## config.mk

```make
export PLATFORM = sky130hd
export DESIGN_NAME = scs_sequencer
export DESIGN_NICKNAME = d
export VERILOG_FILES = /design/src/pkg/scs_pkg.sv /design/src/hw/scs_sequencer.sv
export SDC_FILE = /design/constraint.sdc
export NUM_CORES = 1
export LEC_CHECK = 0
export ABC_AREA = 0
export BUFFER_PORTS_ARGS = -buffer_cell sky130_fd_sc_hd__buf_4
export CORE_ASPECT_RATIO = 1.25
export CORE_MARGIN = 1.5
export CORE_UTILIZATION = 50
export CTS_BUF_LIST = sky130_fd_sc_hd__clkbuf_8
export CTS_CLUSTER_SIZE = 14
export DETAILED_ROUTE_END_ITERATION = 8
export PLACE_DENSITY = 0.69
export SLEW_MARGIN = 20
export SYNTH_ARGS = -nofsm -noshare
export SYNTH_HDL_FRONTEND = slang
export SYNTH_SLANG_ARGS = --single-unit
```

## constraint.sdc

```tcl
create_clock -name clk -period 13 [get_ports clk]
set_clock_uncertainty 0.15 [all_clocks]
set_input_delay 1.95 -clock clk [delete_from_list [all_inputs] [get_ports clk]]
set_output_delay 1.95 -clock clk [all_outputs]
set_load 0.03 [all_outputs]
```

## src/pkg/scs_pkg.sv

```systemverilog
// Constants, register map and carrier types of the serial config sequencer.
// Assumes a 200 MHz core clock and a plain strobe-based register port.
//
// Overview of operation
// - Quad active link moves four bits per shift clock
// - Active shift clock offers four rate settings
// - Chained devices never get the fastest rate
// - Command line changes on shift clock falling edge
// - Flash data captured on shift clock falling edge
// - Oscillator init reaches user mode in 175-437 us
// - User clock start waits, then 8576 cycles
// - Init clock: internal oscillator or user clock
// - Enabled init-done pin held low until init ends
// - User mode: all lines high; request low restarts
// - Status line held low during power-on delay
// - Load-complete flag low before and during loading
// - Flag released only after whole image received
// - Passive data pin becomes user I/O afterwards
// - Request fall pulls flag and status low quickly
// - Status held low 268 to 1506 us
// - Status released within 1506 us of request rise
// - Passive data sampled on host clock rising edges
// - Active handshake timing equals passive timing
package scs_pkg;

  localparam int CLK_MHZ = 200;

  // Register port
  localparam int ADDR_W = 4;
  localparam logic [3:0] CTRL_ADDR = 4'h0;
  localparam logic [3:0] LEN_ADDR = 4'h4;
  localparam logic [3:0] STAT_ADDR = 4'h8;
  localparam logic [3:0] BITS_ADDR = 4'hc;
  localparam logic [7:0] CTRL_RST = 8'h00;
  localparam logic [31:0] LEN_RST = 32'h0000_0100;

  // Shift clock settings, in units of 100 kHz
  localparam int F_SLOW = 125;
  localparam int F_MID = 250;
  localparam int F_FAST = 500;
  localparam int F_TOP = 1000;
  localparam int F_SLOW_MIN = 53;
  localparam logic [1:0] FSEL_TOP = 2'h3;

  // Handshake and initialization times
  localparam int T_STATUS_MIN_US = 268;
  localparam int T_STATUS_MAX_US = 1506;
  localparam int T_CD2UM_MIN_US = 175;
  localparam int T_CD2UM_MAX_US = 437;
  localparam int STATUS_MIN_CYC = T_STATUS_MIN_US * CLK_MHZ;
  localparam int STATUS_MAX_CYC = T_STATUS_MAX_US * CLK_MHZ;
  localparam int INIT_OSC_CYC = T_CD2UM_MIN_US * CLK_MHZ;
  localparam int INIT_OSC_MAX_CYC = T_CD2UM_MAX_US * CLK_MHZ;
  // Four periods of the slowest shift clock, rounded up
  localparam int CD2CU_CYC =
    (4 * 10000 * CLK_MHZ + F_SLOW_MIN * 1000 - 1) / (F_SLOW_MIN * 1000);
  localparam int USR_INIT_CYC = 8576;
  localparam int POR_CYC = 1024;
  localparam int TAIL_FALLS = 2;

  // Flash read sequence
  localparam int CMD_BITS = 32;
  localparam logic [7:0] READ_CMD = 8'h03;
  localparam logic [23:0] START_ADDR = 24'h00_0000;

  typedef struct packed {
    logic initdone_en;
    logic dual_user;
    logic usrclk;
    logic multi;
    logic [1:0] fsel;
    logic quad;
    logic ps;
  } scs_ctrl_t;

  typedef struct packed {
    logic [ADDR_W-1:0] addr;
    logic [31:0] wdata;
    logic wr;
    logic rd;
  } scs_reg_req_t;

  typedef struct packed {
    logic valid;
    logic [3:0] data;
  } scs_cfg_beat_t;

  typedef enum logic [2:0] {
    ST_POR, ST_RESET, ST_CMD, ST_LOAD, ST_TAIL, ST_CU, ST_INIT, ST_USER
  } scs_state_t;

endpackage

```

## src/hw/scs_sequencer.sv

```systemverilog
// Serial configuration sequencer: active and passive serial loading,
// handshake lines and post-load initialization.
// Pins arrive asynchronously and are synchronised to clk here; open-drain
// lines are resolved outside from the oe_n signals.
//
// Local design decisions: the address map and strobed register access.
`timescale 1ns/1ps
module scs_sequencer #(
  parameter int STATUS_MIN = scs_pkg::STATUS_MIN_CYC,
  parameter int STATUS_MAX = scs_pkg::STATUS_MAX_CYC,
  parameter int INIT_OSC = scs_pkg::INIT_OSC_CYC,
  parameter int USR_INIT = scs_pkg::USR_INIT_CYC,
  parameter int POR_LEN = scs_pkg::POR_CYC,
  parameter int CNT_W = 20
) (
  // Clock and reset
  input wire logic clk,
  input wire logic rst_n,
  // Register port
  input wire scs_pkg::scs_reg_req_t reg_req,
  output logic [31:0] reg_rdata,
  // Handshake pins
  input wire logic config_request_low,
  input wire logic cfg_state_line_low_i,
  output logic cfg_state_line_low_o,
  output logic cfg_state_line_low_oe_n,
  input wire logic load_complete_flag_i,
  output logic load_complete_flag_o,
  output logic load_complete_flag_oe_n,
  output logic init_done_o,
  output logic init_done_oe_n,
  // Shift clock and data pins
  input wire logic config_shift_clock_i,
  output logic config_shift_clock_o,
  output logic config_shift_clock_oe_n,
  output logic active_serial_io_o,
  output logic active_serial_io_oe_n,
  input wire logic [3:0] active_quad_bus,
  input wire logic passive_serial_input,
  input wire logic user_startup_clock,
  // Loaded image and user view
  output scs_pkg::scs_cfg_beat_t cfg_beat,
  output logic user_io_q
);

  localparam int SYNC_W = 9;
  localparam logic [SYNC_W-1:0] SYNC_RST = 9'h1ff;

  scs_pkg::scs_ctrl_t ctrl_q;
  scs_pkg::scs_state_t state_q;
  scs_pkg::scs_state_t state_d;
  logic [31:0] len_q;
  logic [31:0] bits_q;
  logic [31:0] rdata_q;
  logic [CNT_W-1:0] cnt_q;
  logic [SYNC_W-1:0] async_in;
  logic [SYNC_W-1:0] sync1_q;
  logic [SYNC_W-1:0] sync2_q;
  logic sclk_prev_q;
  logic uclk_prev_q;
  logic req_hi;
  logic ps_rise;
  logic ps_fall;
  logic usr_rise;
  logic [3:0] half_q;
  logic [3:0] div_q;
  logic sclk_q;
  logic as_run;
  logic fall_en;
  logic cap_en;
  logic [2:0] step;
  logic last_beat;
  logic [3:0] beat;
  logic [31:0] cmd_q;
  logic cnt_inc;
  scs_pkg::scs_cfg_beat_t beat_q;

  // Shift-clock half period in core cycles for a rate setting
  function automatic logic [3:0] half_of(input logic [1:0] fsel,
                                         input logic multi);
    logic [1:0] f;
    int freq;
    f = (multi && fsel == scs_pkg::FSEL_TOP) ? 2'h2 : fsel;
    case (f)
      2'h0: freq = scs_pkg::F_SLOW;
      2'h1: freq = scs_pkg::F_MID;
      2'h2: freq = scs_pkg::F_FAST;
      default: freq = scs_pkg::F_TOP;
    endcase
    half_of = 4'((scs_pkg::CLK_MHZ * 10) / (2 * freq));
  endfunction

  // Any state that belongs to loading or initialization
  function automatic logic configuring(input scs_pkg::scs_state_t s);
    configuring = (s == scs_pkg::ST_CMD) || (s == scs_pkg::ST_LOAD) ||
                  (s == scs_pkg::ST_TAIL) || (s == scs_pkg::ST_CU) ||
                  (s == scs_pkg::ST_INIT);
  endfunction

  // Synchronisers; the first stage is read by the second stage only
  assign async_in = {config_request_low, cfg_state_line_low_i,
                     config_shift_clock_i, passive_serial_input,
                     user_startup_clock, active_quad_bus};

  genvar g;
  generate
    for (g = 0; g < SYNC_W; g++) begin : g_sync
      always_ff @(posedge clk) begin
        if (!rst_n) begin
          sync1_q[g] <= SYNC_RST[g];
          sync2_q[g] <= SYNC_RST[g];
        end else begin
          sync1_q[g] <= async_in[g];
          sync2_q[g] <= sync1_q[g];
        end
      end
    end
  endgenerate

  always_ff @(posedge clk) begin
    if (!rst_n) begin
      // Match the synchroniser reset so no false rising edge follows reset
      sclk_prev_q <= SYNC_RST[6];
      uclk_prev_q <= SYNC_RST[4];
    end else begin
      sclk_prev_q <= sync2_q[6];
      uclk_prev_q <= sync2_q[4];
    end
  end

  assign req_hi = sync2_q[8];
  assign ps_rise = sync2_q[6] && !sclk_prev_q;
  assign ps_fall = !sync2_q[6] && sclk_prev_q;
  assign usr_rise = sync2_q[4] && !uclk_prev_q;

  // Register writes
  always_ff @(posedge clk) begin
    if (!rst_n) begin
      ctrl_q <= scs_pkg::CTRL_RST;
      len_q <= scs_pkg::LEN_RST;
    end else if (reg_req.wr) begin
      case (reg_req.addr)
        scs_pkg::CTRL_ADDR: ctrl_q <= reg_req.wdata[7:0];
        scs_pkg::LEN_ADDR: len_q <= reg_req.wdata;
        default: ;
      endcase
    end
  end

  // Register reads; unmapped addresses read zero
  always_ff @(posedge clk) begin
    if (!rst_n) begin
      rdata_q <= 32'h0;
    end else if (reg_req.rd) begin
      case (reg_req.addr)
        scs_pkg::CTRL_ADDR: rdata_q <= {24'h0, ctrl_q};
        scs_pkg::LEN_ADDR: rdata_q <= len_q;
        scs_pkg::STAT_ADDR: rdata_q <= {29'h0, state_q};
        scs_pkg::BITS_ADDR: rdata_q <= bits_q;
        default: rdata_q <= 32'h0;
      endcase
    end else begin
      rdata_q <= 32'h0;
    end
  end

  assign reg_rdata = rdata_q;

  // Active shift clock divider; rate latched while in ST_RESET
  always_ff @(posedge clk) begin
    if (!rst_n) begin
      half_q <= 4'h8;
    end else if (state_q == scs_pkg::ST_RESET) begin
      half_q <= half_of(ctrl_q.fsel, ctrl_q.multi);
    end
  end

  assign as_run = !ctrl_q.ps &&
                  (state_q == scs_pkg::ST_CMD || state_q == scs_pkg::ST_LOAD);

  always_ff @(posedge clk) begin
    if (!rst_n || !as_run) begin
      div_q <= 4'h0;
      sclk_q <= 1'b0;
    end else if (div_q == half_q - 4'h1) begin
      div_q <= 4'h0;
      sclk_q <= !sclk_q;
    end else begin
      div_q <= div_q + 4'h1;
    end
  end

  assign fall_en = as_run && sclk_q && (div_q == half_q - 4'h1);

  // Main sequence
  always_comb begin
    state_d = state_q;
    case (state_q)
      scs_pkg::ST_POR: begin
        if (cnt_q >= CNT_W'(POR_LEN - 1)) begin
          state_d = scs_pkg::ST_RESET;
        end
      end
      scs_pkg::ST_RESET: begin
        if (req_hi && cnt_q >= CNT_W'(STATUS_MIN - 1)) begin
          state_d = ctrl_q.ps ? scs_pkg::ST_LOAD : scs_pkg::ST_CMD;
        end
      end
      scs_pkg::ST_CMD: begin
        if (fall_en && cnt_q == CNT_W'(scs_pkg::CMD_BITS - 1)) begin
          state_d = scs_pkg::ST_LOAD;
        end
      end
      scs_pkg::ST_LOAD: begin
        if (cap_en && last_beat) begin
          if (ctrl_q.ps) begin
            state_d = scs_pkg::ST_TAIL;
          end else begin
            state_d = ctrl_q.usrclk ? scs_pkg::ST_CU : scs_pkg::ST_INIT;
          end
        end
      end
      scs_pkg::ST_TAIL: begin
        if (ps_fall && cnt_q == CNT_W'(scs_pkg::TAIL_FALLS - 1)) begin
          state_d = ctrl_q.usrclk ? scs_pkg::ST_CU : scs_pkg::ST_INIT;
        end
      end
      scs_pkg::ST_CU: begin
        if (cnt_q >= CNT_W'(scs_pkg::CD2CU_CYC - 1)) begin
          state_d = scs_pkg::ST_INIT;
        end
      end
      scs_pkg::ST_INIT: begin
        if (ctrl_q.usrclk) begin
          if (usr_rise && cnt_q == CNT_W'(USR_INIT - 1)) begin
            state_d = scs_pkg::ST_USER;
          end
        end else if (cnt_q >= CNT_W'(INIT_OSC - 1)) begin
          state_d = scs_pkg::ST_USER;
        end
      end
      scs_pkg::ST_USER: state_d = scs_pkg::ST_USER;
      default: state_d = scs_pkg::ST_POR;
    endcase
    // Power-on delay is not cut short by the request line
    if (state_q != scs_pkg::ST_POR && !req_hi) begin
      state_d = scs_pkg::ST_RESET;
    end
  end

  always_ff @(posedge clk) begin
    if (!rst_n) begin
      state_q <= scs_pkg::ST_POR;
    end else begin
      state_q <= state_d;
    end
  end

  // Shared counter: cycles, shift edges or user clock edges
  always_comb begin
    case (state_q)
      scs_pkg::ST_CMD: cnt_inc = fall_en;
      scs_pkg::ST_TAIL: cnt_inc = ps_fall;
      scs_pkg::ST_INIT: cnt_inc = ctrl_q.usrclk ? usr_rise : 1'b1;
      default: cnt_inc = 1'b1;
    endcase
  end

  always_ff @(posedge clk) begin
    if (!rst_n || state_d != state_q) begin
      cnt_q <= '0;
    end else if (cnt_inc && cnt_q != '1) begin
      cnt_q <= cnt_q + 1'b1;
    end
  end

  // Flash read command, shifted on falling shift clock edges
  always_ff @(posedge clk) begin
    if (!rst_n || state_q == scs_pkg::ST_RESET) begin
      cmd_q <= {scs_pkg::READ_CMD, scs_pkg::START_ADDR};
    end else if (state_q == scs_pkg::ST_CMD && fall_en) begin
      cmd_q <= {cmd_q[30:0], 1'b0};
    end
  end

  // Image capture
  assign cap_en = state_q == scs_pkg::ST_LOAD &&
                  (ctrl_q.ps ? ps_rise : fall_en);
  assign step = (!ctrl_q.ps && ctrl_q.quad) ? 3'h4 : 3'h1;
  assign last_beat = ({1'b0, bits_q} + {30'h0, step}) >= {1'b0, len_q};

  always_comb begin
    if (ctrl_q.ps) begin
      beat = {3'h0, sync2_q[5]};
    end else if (ctrl_q.quad) begin
      beat = sync2_q[3:0];
    end else begin
      beat = {3'h0, sync2_q[1]};
    end
  end

  always_ff @(posedge clk) begin
    if (!rst_n || state_q == scs_pkg::ST_RESET) begin
      bits_q <= 32'h0;
      beat_q <= '0;
    end else begin
      beat_q.valid <= cap_en;
      if (cap_en) begin
        bits_q <= bits_q + {29'h0, step};
        beat_q.data <= beat;
      end
    end
  end

  assign cfg_beat = beat_q;

  // Passive data pin as user input after loading
  always_ff @(posedge clk) begin
    if (!rst_n) begin
      user_io_q <= 1'b0;
    end else begin
      user_io_q <= state_q == scs_pkg::ST_USER && ctrl_q.dual_user &&
                   sync2_q[5];
    end
  end

  // Pin drivers; open-drain lines only ever pull low
  assign cfg_state_line_low_o = 1'b0;
  assign cfg_state_line_low_oe_n = !(state_q == scs_pkg::ST_POR ||
                                     state_q == scs_pkg::ST_RESET);
  assign load_complete_flag_o = 1'b0;
  assign load_complete_flag_oe_n = !(state_q == scs_pkg::ST_POR ||
                                     state_q == scs_pkg::ST_RESET ||
                                     state_q == scs_pkg::ST_CMD ||
                                     state_q == scs_pkg::ST_LOAD);
  assign init_done_o = 1'b0;
  assign init_done_oe_n = !(ctrl_q.initdone_en && configuring(state_q));
  assign config_shift_clock_o = sclk_q;
  assign config_shift_clock_oe_n = ctrl_q.ps;
  assign active_serial_io_o = cmd_q[31];
  // Quad mode turns the command line round to carry data
  assign active_serial_io_oe_n = ctrl_q.ps || !(state_q == scs_pkg::ST_CMD ||
    (state_q == scs_pkg::ST_LOAD && !ctrl_q.quad));

  // Checks
  logic [CNT_W-1:0] hi_cnt_q;

  always_ff @(posedge clk) begin
    if (!rst_n || state_q != scs_pkg::ST_RESET || !req_hi) begin
      hi_cnt_q <= '0;
    end else if (hi_cnt_q != '1) begin
      hi_cnt_q <= hi_cnt_q + 1'b1;
    end
  end
endmodule

```

==> results.tsv, run 1 <==
stage	metric	value	unit
clock_tree	path_clk_slew	0.09	ns
floorplanning	die-area	17700	µm²
clock_tree	numCtsBuffers	17	
layout	n_antenna_cell	0	
floorplanning	die_h	148	µm
grt	grt_overflow	0	
yosys	synth_top_family_by_area	simple AND/OR/NAND/NOR gates	
grt	grt_pass1_wl	33000	µm
yosys	ys_types	64	
floorplanning	coreArea	16700	µm²
clock_tree	cts_hold_buffers	0	
setup_path	required	13.21	ns
power_and_ir_drop	finalPower	0.946	mW
job	drv_cap	0	
grt	busiest_layer	met2	
yosys	synth_edf_count	0	
sta	relSlewSlack	0.276	
yosys	avgSynthCellArea	8.25	µm²
power_and_ir_drop	powerDensity	98.3	nW/µm²
layout	seq_area	3360	µm²
yosys	seq_area_frac_synth	0.397	
yosys	yosysWarnings	0	
min_path	hp-class	reg -> reg	
layout	instances_no_fill	1307	
run_status	status	finished, final reports clean	
grt	grt_antenna_before_repair	0	
placed_design	dpl.hpwl	13500	µm
yosys	yosys.area_share.simple	0.249	
setup_path	crit_slowest_cell	or4_1	
sta	finalHoldViolations	0	
sta	worst_pin_slew	1.09	ns
setup_path	crit_type	reg -> reg	
sta	fmax	0.177	GHz
power_and_ir_drop	worst_ir_drop_vdd	0.0652	mV
clock_tree	cts_sinks	168	
grt	gr-usage-all-layers	0.230	
clock_tree	cts_tree	built	
layout	multi_input_area	4640	µm²
drt	routed_via_density	5.43	
setup_path	timing.critical_path.mode_cell	ha_1	
yosys	synth_async_sr_flop_share	0	
layout	fin_util	0.576	
setup_path	cp_cell_sequence	nor2b_1 -> ha_1 -> a31oi_2 -> or4_1 -> or3_4 -> or4_4 -> nor2_1 -> xor2_1 -> ha_1 -> nand2_1 -> o21ai_1 -> a2111oi_0 -> and4_1 -> o211a_2 -> nor3_2 -> buf_4 -> a2111oi_2	
placed_design	place_congestion	0.850	
placed_design	port_buffers	92	
grt	grt_max_degree	74	
layout	areaGrowthSynthToFinish	13.7	%
sta	finalSetupViolations	0	
drt	ant_nets	0	
placed_design	place_inst	1275	
yosys	yosys_most_used_dff	dfxtp_1	
grt	grt_pass1_vias	6774	
layout	nNetsFinal	1164	
drt	vias	7097	
clock_tree	cts_setup_buffers	0	
yosys	yosys.area_share.adder	0.0591	
setup_path	crit_buf_inv	1	
floorplanning	std_cell_rows	53	
drt	wl	19600	µm
floorplanning	io_pins	98	
yosys	ys_seq_elements	168	
setup_path	critPathCaptureType	flip-flop	
clock_tree	cts_htree_levels	4	
floorplanning	start_util	0.507	
floorplanning	die_x	119	µm
setup_path	worst_setup_path_start_kind	flip-flop	
clock_tree	cts_root_buf	clkbuf_8	
drt	drt_pass1_iterations	5	
sta	drv_slew	0	
sta	setup_slack	7.34	ns
grt	grtUsageMet2	0.392	
clock_tree	clock_latency	0.47	ns
grt	use_met1	0.288	
yosys	synth_mux_area_frac	0.0225	
drt	route.detailed.drc	0	
setup_path	path_delay_family	simple AND/OR/NAND/NOR gates	
placed_design	dp_worst_setup_slack	7.43	ns
yosys	synth_compound_area_frac	0.130	
clock_tree	clock_path_buffers	2	
yosys	synth_area	8460	µm²
drt	wire_per_inst	15.0	µm
setup_path	worst_path_largest_cell_delay	0.75	ns
yosys	synthCells	1026	
layout	design_area	9620	µm²
sta	setup_tns	0	ns
layout	drive_above_1_share	0.136	
sta	hold_ws	0.264	ns
sta	rsz0062_at_grt	no	
layout	num-fill-cells	1579	
power_and_ir_drop	p_leak	3.71	nW
sta	finalCritPeriodShare	0.436	
clock_tree	cts_resized	0	
placed_design	place_area	9220	µm²
setup_path	path_max_fanout	20	
setup_path	crit_arrival	5.87	ns
yosys	synth-xor-area-share	0.0844	
drt	drt_iter0_markers	525	
sta	layout_min_cycle_time	5.66	ns
grt	grt.met3_usage	0.0445	
==> worst reg2reg max path, cell delays in order, from the launching register on <==
cell	delay (ns)
dfxtp_1	0.57
nor2b_1	0.22
ha_1	0.40
a31oi_2	0.16
or4_1	0.75
or3_4	0.47
or4_4	0.52
nor2_1	0.15
xor2_1	0.18
ha_1	0.25
nand2_1	0.07
o21ai_1	0.13
a2111oi_0	0.44
and4_1	0.29
o211a_2	0.23
nor3_2	0.06
buf_4	0.22
a2111oi_2	0.29
==> metal layers <==
layer,vias to the layer above,share of wire,routed length [µm]
li1,3590,-,-
met1,3279,0.44,8590
met2,187,0.48,9490
met3,41,0.054,1070
met4,0,0.025,498
met5,-,0,0
==> cells in the mapped netlist (4+ instances only) <==
cell	number	area, µm²
dfxtp_1	168	3360
nor2b_1	10	62.6
nand3_1	41	205
a21oi_1	33	165
nor3_1	40	200
o21ai_1	4	20.0
nor2_1	112	420
a21boi_0	34	255
nor4_1	7	43.8
a22oi_1	32	240
nand2_1	124	465
or3_1	11	68.8
o21ai_0	24	120
buf_2	4	20.0
nor3_2	4	40.0
nand4_1	17	106
and4_1	7	61.3
xnor2_1	39	342
nand2b_1	22	138
and3_1	10	62.6
mux2i_1	19	190
xor2_1	40	350
or4_1	7	52.6
a21o_1	5	37.5
clkbuf_1	62	233
ha_1	40	500
inv_1	49	184
==> cell families after synthesis <==
| family | count (synthesis) |
|---|---|
| AND/OR/NAND/NOR | 434 |
| flip-flops | 168 |
| AO/OA/AOI/OAI | 162 |
| buffers and inverters | 122 |
| XOR/XNOR | 80 |
| adder cells (fa/ha/maj) | 40 |
| multiplexers | 19 |
| other | 1 |
==> final timing paths <==
path	start	endpoint	slack [ns]	depth (start not counted)
min reg2reg	sync1_q[3]	sync2_q[3]	0.26	1
max reg2reg	config_shift_clock_oe_n	cnt_q[1]	7.34	17
max	config_shift_clock_oe_n	cnt_q[1]	7.34	17
min	sync1_q[3]	sync2_q[3]	0.26	1
==> sequential cells by signal, indices dropped and copies added, names as in the netlist <==
name and count:
bits_q 32, len_q 32, reg_rdata 32, cnt_q 20, cmd_q 8, sync1_q 8, ctrl_q 7, sync2_q 7
cfg_beat 5, div_q 4, half_q 4, state_q 3, config_shift_clock_o 1, config_shift_clock_oe_n 1, req_hi 1, sclk_prev_q 1
uclk_prev_q 1, user_io_q 1
==> cells in the final DEF, fill, tap and decap left out, types with 34 or more instances in the layout <==
cell type / netlist / layout
ha_1: 40 / 40
a21boi_0: 34 / 34
xnor2_1: 39 / 39
dfxtp_1: 168 / 168
inv_1: 49 / 49
nand2_1: 124 / 124
nand3_1: 41 / 41
nor2_1: 112 / 112
buf_4: 3 / 100
xor2_1: 40 / 40
nor3_1: 40 / 39
==> final cells by class <==
cell class                      count  share of cell area
Clock buffer                       19              0.0272
Inverter                           49              0.0191
Tap cell                          220              0.0286
Sequential cell                   168               0.350
Multi-Input combinational cell    738               0.482
Clock inverter                     13              0.0151
Timing Repair Buffer              100              0.0780
==> power breakdown <==
group / internal (mW) / switching [mW]
logic: 0.0189 / 0.0232
clock network: 0.183 / 0.198
registers: 0.519 / 0.00367
total: 0.720 / 0.225
No activity file was read; power rests on OpenSTA's default activity.
==> inputs of run 2 (changes only) <==
--- a/config.mk
+++ b/config.mk
@@ -13,7 +13,7 @@
 export CTS_BUF_LIST = sky130_fd_sc_hd__clkbuf_8
 export CTS_CLUSTER_SIZE = 14
 export DETAILED_ROUTE_END_ITERATION = 8
-export PLACE_DENSITY = 0.69
+export PLACE_DENSITY = 0.72
 export SLEW_MARGIN = 20
 export SYNTH_ARGS = -nofsm -noshare
 export SYNTH_HDL_FRONTEND = slang
==> constraint.sdc (replaced) <==
create_clock -name clk -period 4.99 [get_ports clk]
set_clock_uncertainty 0.15 [all_clocks]
set_input_delay 0.7485 -clock clk [delete_from_list [all_inputs] [get_ports clk]]
set_output_delay 0.7485 -clock clk [all_outputs]
set_load 0.03 [all_outputs]
==> run 2 against run 1 <==
Via count grew 1.9%. Core utilization grew 0.70 points. Design area grew 1.2%. Worst hold slack lost 0.0018 ns. Largest power group unchanged.
==> results.tsv, run 2 (synthesized netlist as in run 1, its figures left out) <==
stage	metric	value	unit
sta	setup_slack	0.223	ns
job	drv_cap	0	
clock_tree	clock_latency	0.47	ns
floorplanning	die-area	17700	µm²
floorplanning	std_cell_rows	53	
layout	drive_above_1_share	0.148	
grt	grt_max_degree	74	
grt	grt_overflow	0	
clock_tree	cts_setup_buffers	0	
layout	areaGrowthSynthToFinish	15.1	%
drt	wl	20000	µm
setup_path	crit_arrival	5.00	ns
floorplanning	die_x	119	µm
layout	layout_commonest_cell	dfxtp_1	
power_and_ir_drop	p_leak	3.79	nW
sta	finalCritPeriodShare	0.955	
clock_tree	cts_root_buf	clkbuf_8	
grt	grt_antenna_before_repair	0	
setup_path	cp_cell_sequence	nor2b_1 -> ha_1 -> a31oi_2 -> or4_1 -> or3_4 -> or4_4 -> nor2_2 -> xor2_1 -> ha_1 -> nand2_1 -> o21ai_1 -> buf_4 -> a2111oi_1 -> buf_4 -> and4_1 -> o211a_2 -> nor3_4 -> buf_12 -> nor3_1	
grt	grt_pass1_vias	6830	
drt	route.detailed.drc	0	
setup_path	critPathCaptureType	flip-flop	
min_path	hp-class	reg -> reg	
power_and_ir_drop	powerDensity	251	nW/µm²
placed_design	port_buffers	92	
sta	finalHoldViolations	0	
setup_path	path_delay_family	simple AND/OR/NAND/NOR gates	
setup_path	path_max_fanout	16	
drt	drt_iter0_markers	549	
floorplanning	io_pins	98	
floorplanning	start_util	0.507	
placed_design	dp_worst_setup_slack	0.186	ns
layout	n_antenna_cell	0	
drt	wire_per_inst	15.2	µm
floorplanning	die_h	148	µm
clock_tree	cts_tree	built	
run_status	status	finished, final reports clean	
sta	layout_min_cycle_time	4.77	ns
clock_tree	path_clk_slew	0.08	ns
setup_path	crit_buf_inv	3	
setup_path	crit_slowest_cell	or4_1	
drt	vias	7231	
grt	gr-usage-all-layers	0.234	
drt	routed_via_density	5.47	
sta	finalSetupViolations	0	
clock_tree	cts_sinks	168	
clock_tree	cts_htree_levels	4	
sta	relSlewSlack	0.239	
setup_path	worst_path_largest_cell_delay	0.58	ns
setup_path	crit_type	reg -> reg	
layout	design_area	9740	µm²
placed_design	dpl.hpwl	14000	µm
clock_tree	numCtsBuffers	17	
floorplanning	coreArea	16700	µm²
drt	ant_nets	0	
setup_path	required	5.22	ns
layout	nNetsFinal	1179	
power_and_ir_drop	worst_ir_drop_vdd	0.165	mV
layout	layout_common_cells	167 x dfxtp_1, 124 x nand2_1, 114 x buf_4	
placed_design	place_area	9340	µm²
placed_design	place_congestion	0.854	
clock_tree	clock_path_buffers	2	
sta	fmax	0.210	GHz
layout	fin_util	0.583	
setup_path	worst_setup_path_start_kind	flip-flop	
sta	drv_slew	0	
sta	worst_pin_slew	1.14	ns
drt	drt_pass1_iterations	5	
grt	grt_pass1_wl	33400	µm
sta	setup_tns	0	ns
## run 2: cell types whose count changed in the layout (fill, tap and decap cells not counted), moves of 2 or more
| cell | previous run | this run |
|---|---|---|
| buf_4 | 100 | 114 |
| clkinv_2 | 2 | 4 |
| clkinvlp_4 | 3 | 1 |
| inv_6 | 3 | 1 |
## run 2: final timing paths
path                            startpoint          to  slack [ns]  depth (start not counted)
worst max register to register   ctrl_q[1]   cnt_q[19]        0.22                         19
worst min-delay path            sync1_q[1]  sync2_q[1]        0.26                          1
worst max-delay path             ctrl_q[1]   cnt_q[19]        0.22                         19
worst min register to register  sync1_q[1]  sync2_q[1]        0.26                          1
## run 2: final cells by class
| cell class | instances | area, µm² |
|---|---|---|
| well taps | 220 | 275 |
| flip-flops and latches | 168 | 3360 |
| clock inverters | 12 | 126 |
| multi-input cells | 738 | 4650 |
| fillers | 1576 | 6970 |
| inverters | 49 | 184 |
| repair buffers | 115 | 876 |
| clock buffers | 19 | 262 |
## run 2: worst register-to-register path, cell delays in order (launching register included)
cell and delay [ns]:
dfxtp_1 0.31, nor2b_1 0.15, ha_1 0.31, a31oi_2 0.11, or4_1 0.58, or3_4 0.40
or4_4 0.46, nor2_2 0.12, xor2_1 0.16, ha_1 0.24, nand2_1 0.07, o21ai_1 0.07
buf_4 0.15, a2111oi_1 0.36, buf_4 0.18, and4_1 0.16, o211a_2 0.24, nor3_4 0.09
buf_12 0.18, nor3_1 0.17
## run 2: where the power goes
part	internal (mW)	switching, mW	total (mW)
Combinational	0.0496	0.0616	0.111
Sequential	1.35	0.00946	1.36
Clock	0.466	0.502	0.968
## run 2: per-stage QoR
step           power [mW]  std cells  hold WS [ns]
2_1_floorplan        1.45       1028         0.236
3_3_place_gp         1.50       1290         0.242
3_5_place_dp         1.50       1290         0.244
4_1_cts              2.46       1321         0.267
5_1_grt              2.53       1321         0.275
6_report             2.44       1321         0.262
## run 2: metal layers
layer | track usage | wire length (µm) | up-vias
met5 | 0 | 0 | -
met4 | 0.0833 | 389 | 0
met3 | 0.0449 | 820 | 35
met2 | 0.410 | 9980 | 183
met1 | 0.288 | 8860 | 3407
li1 | - | - | 3606
## run 2: timing repair
action / 4_1_cts / 5_1_grt
setup endpoints to repair: 0 / 16
hold buffers: 0 / 0
resized for setup: 0 / 3
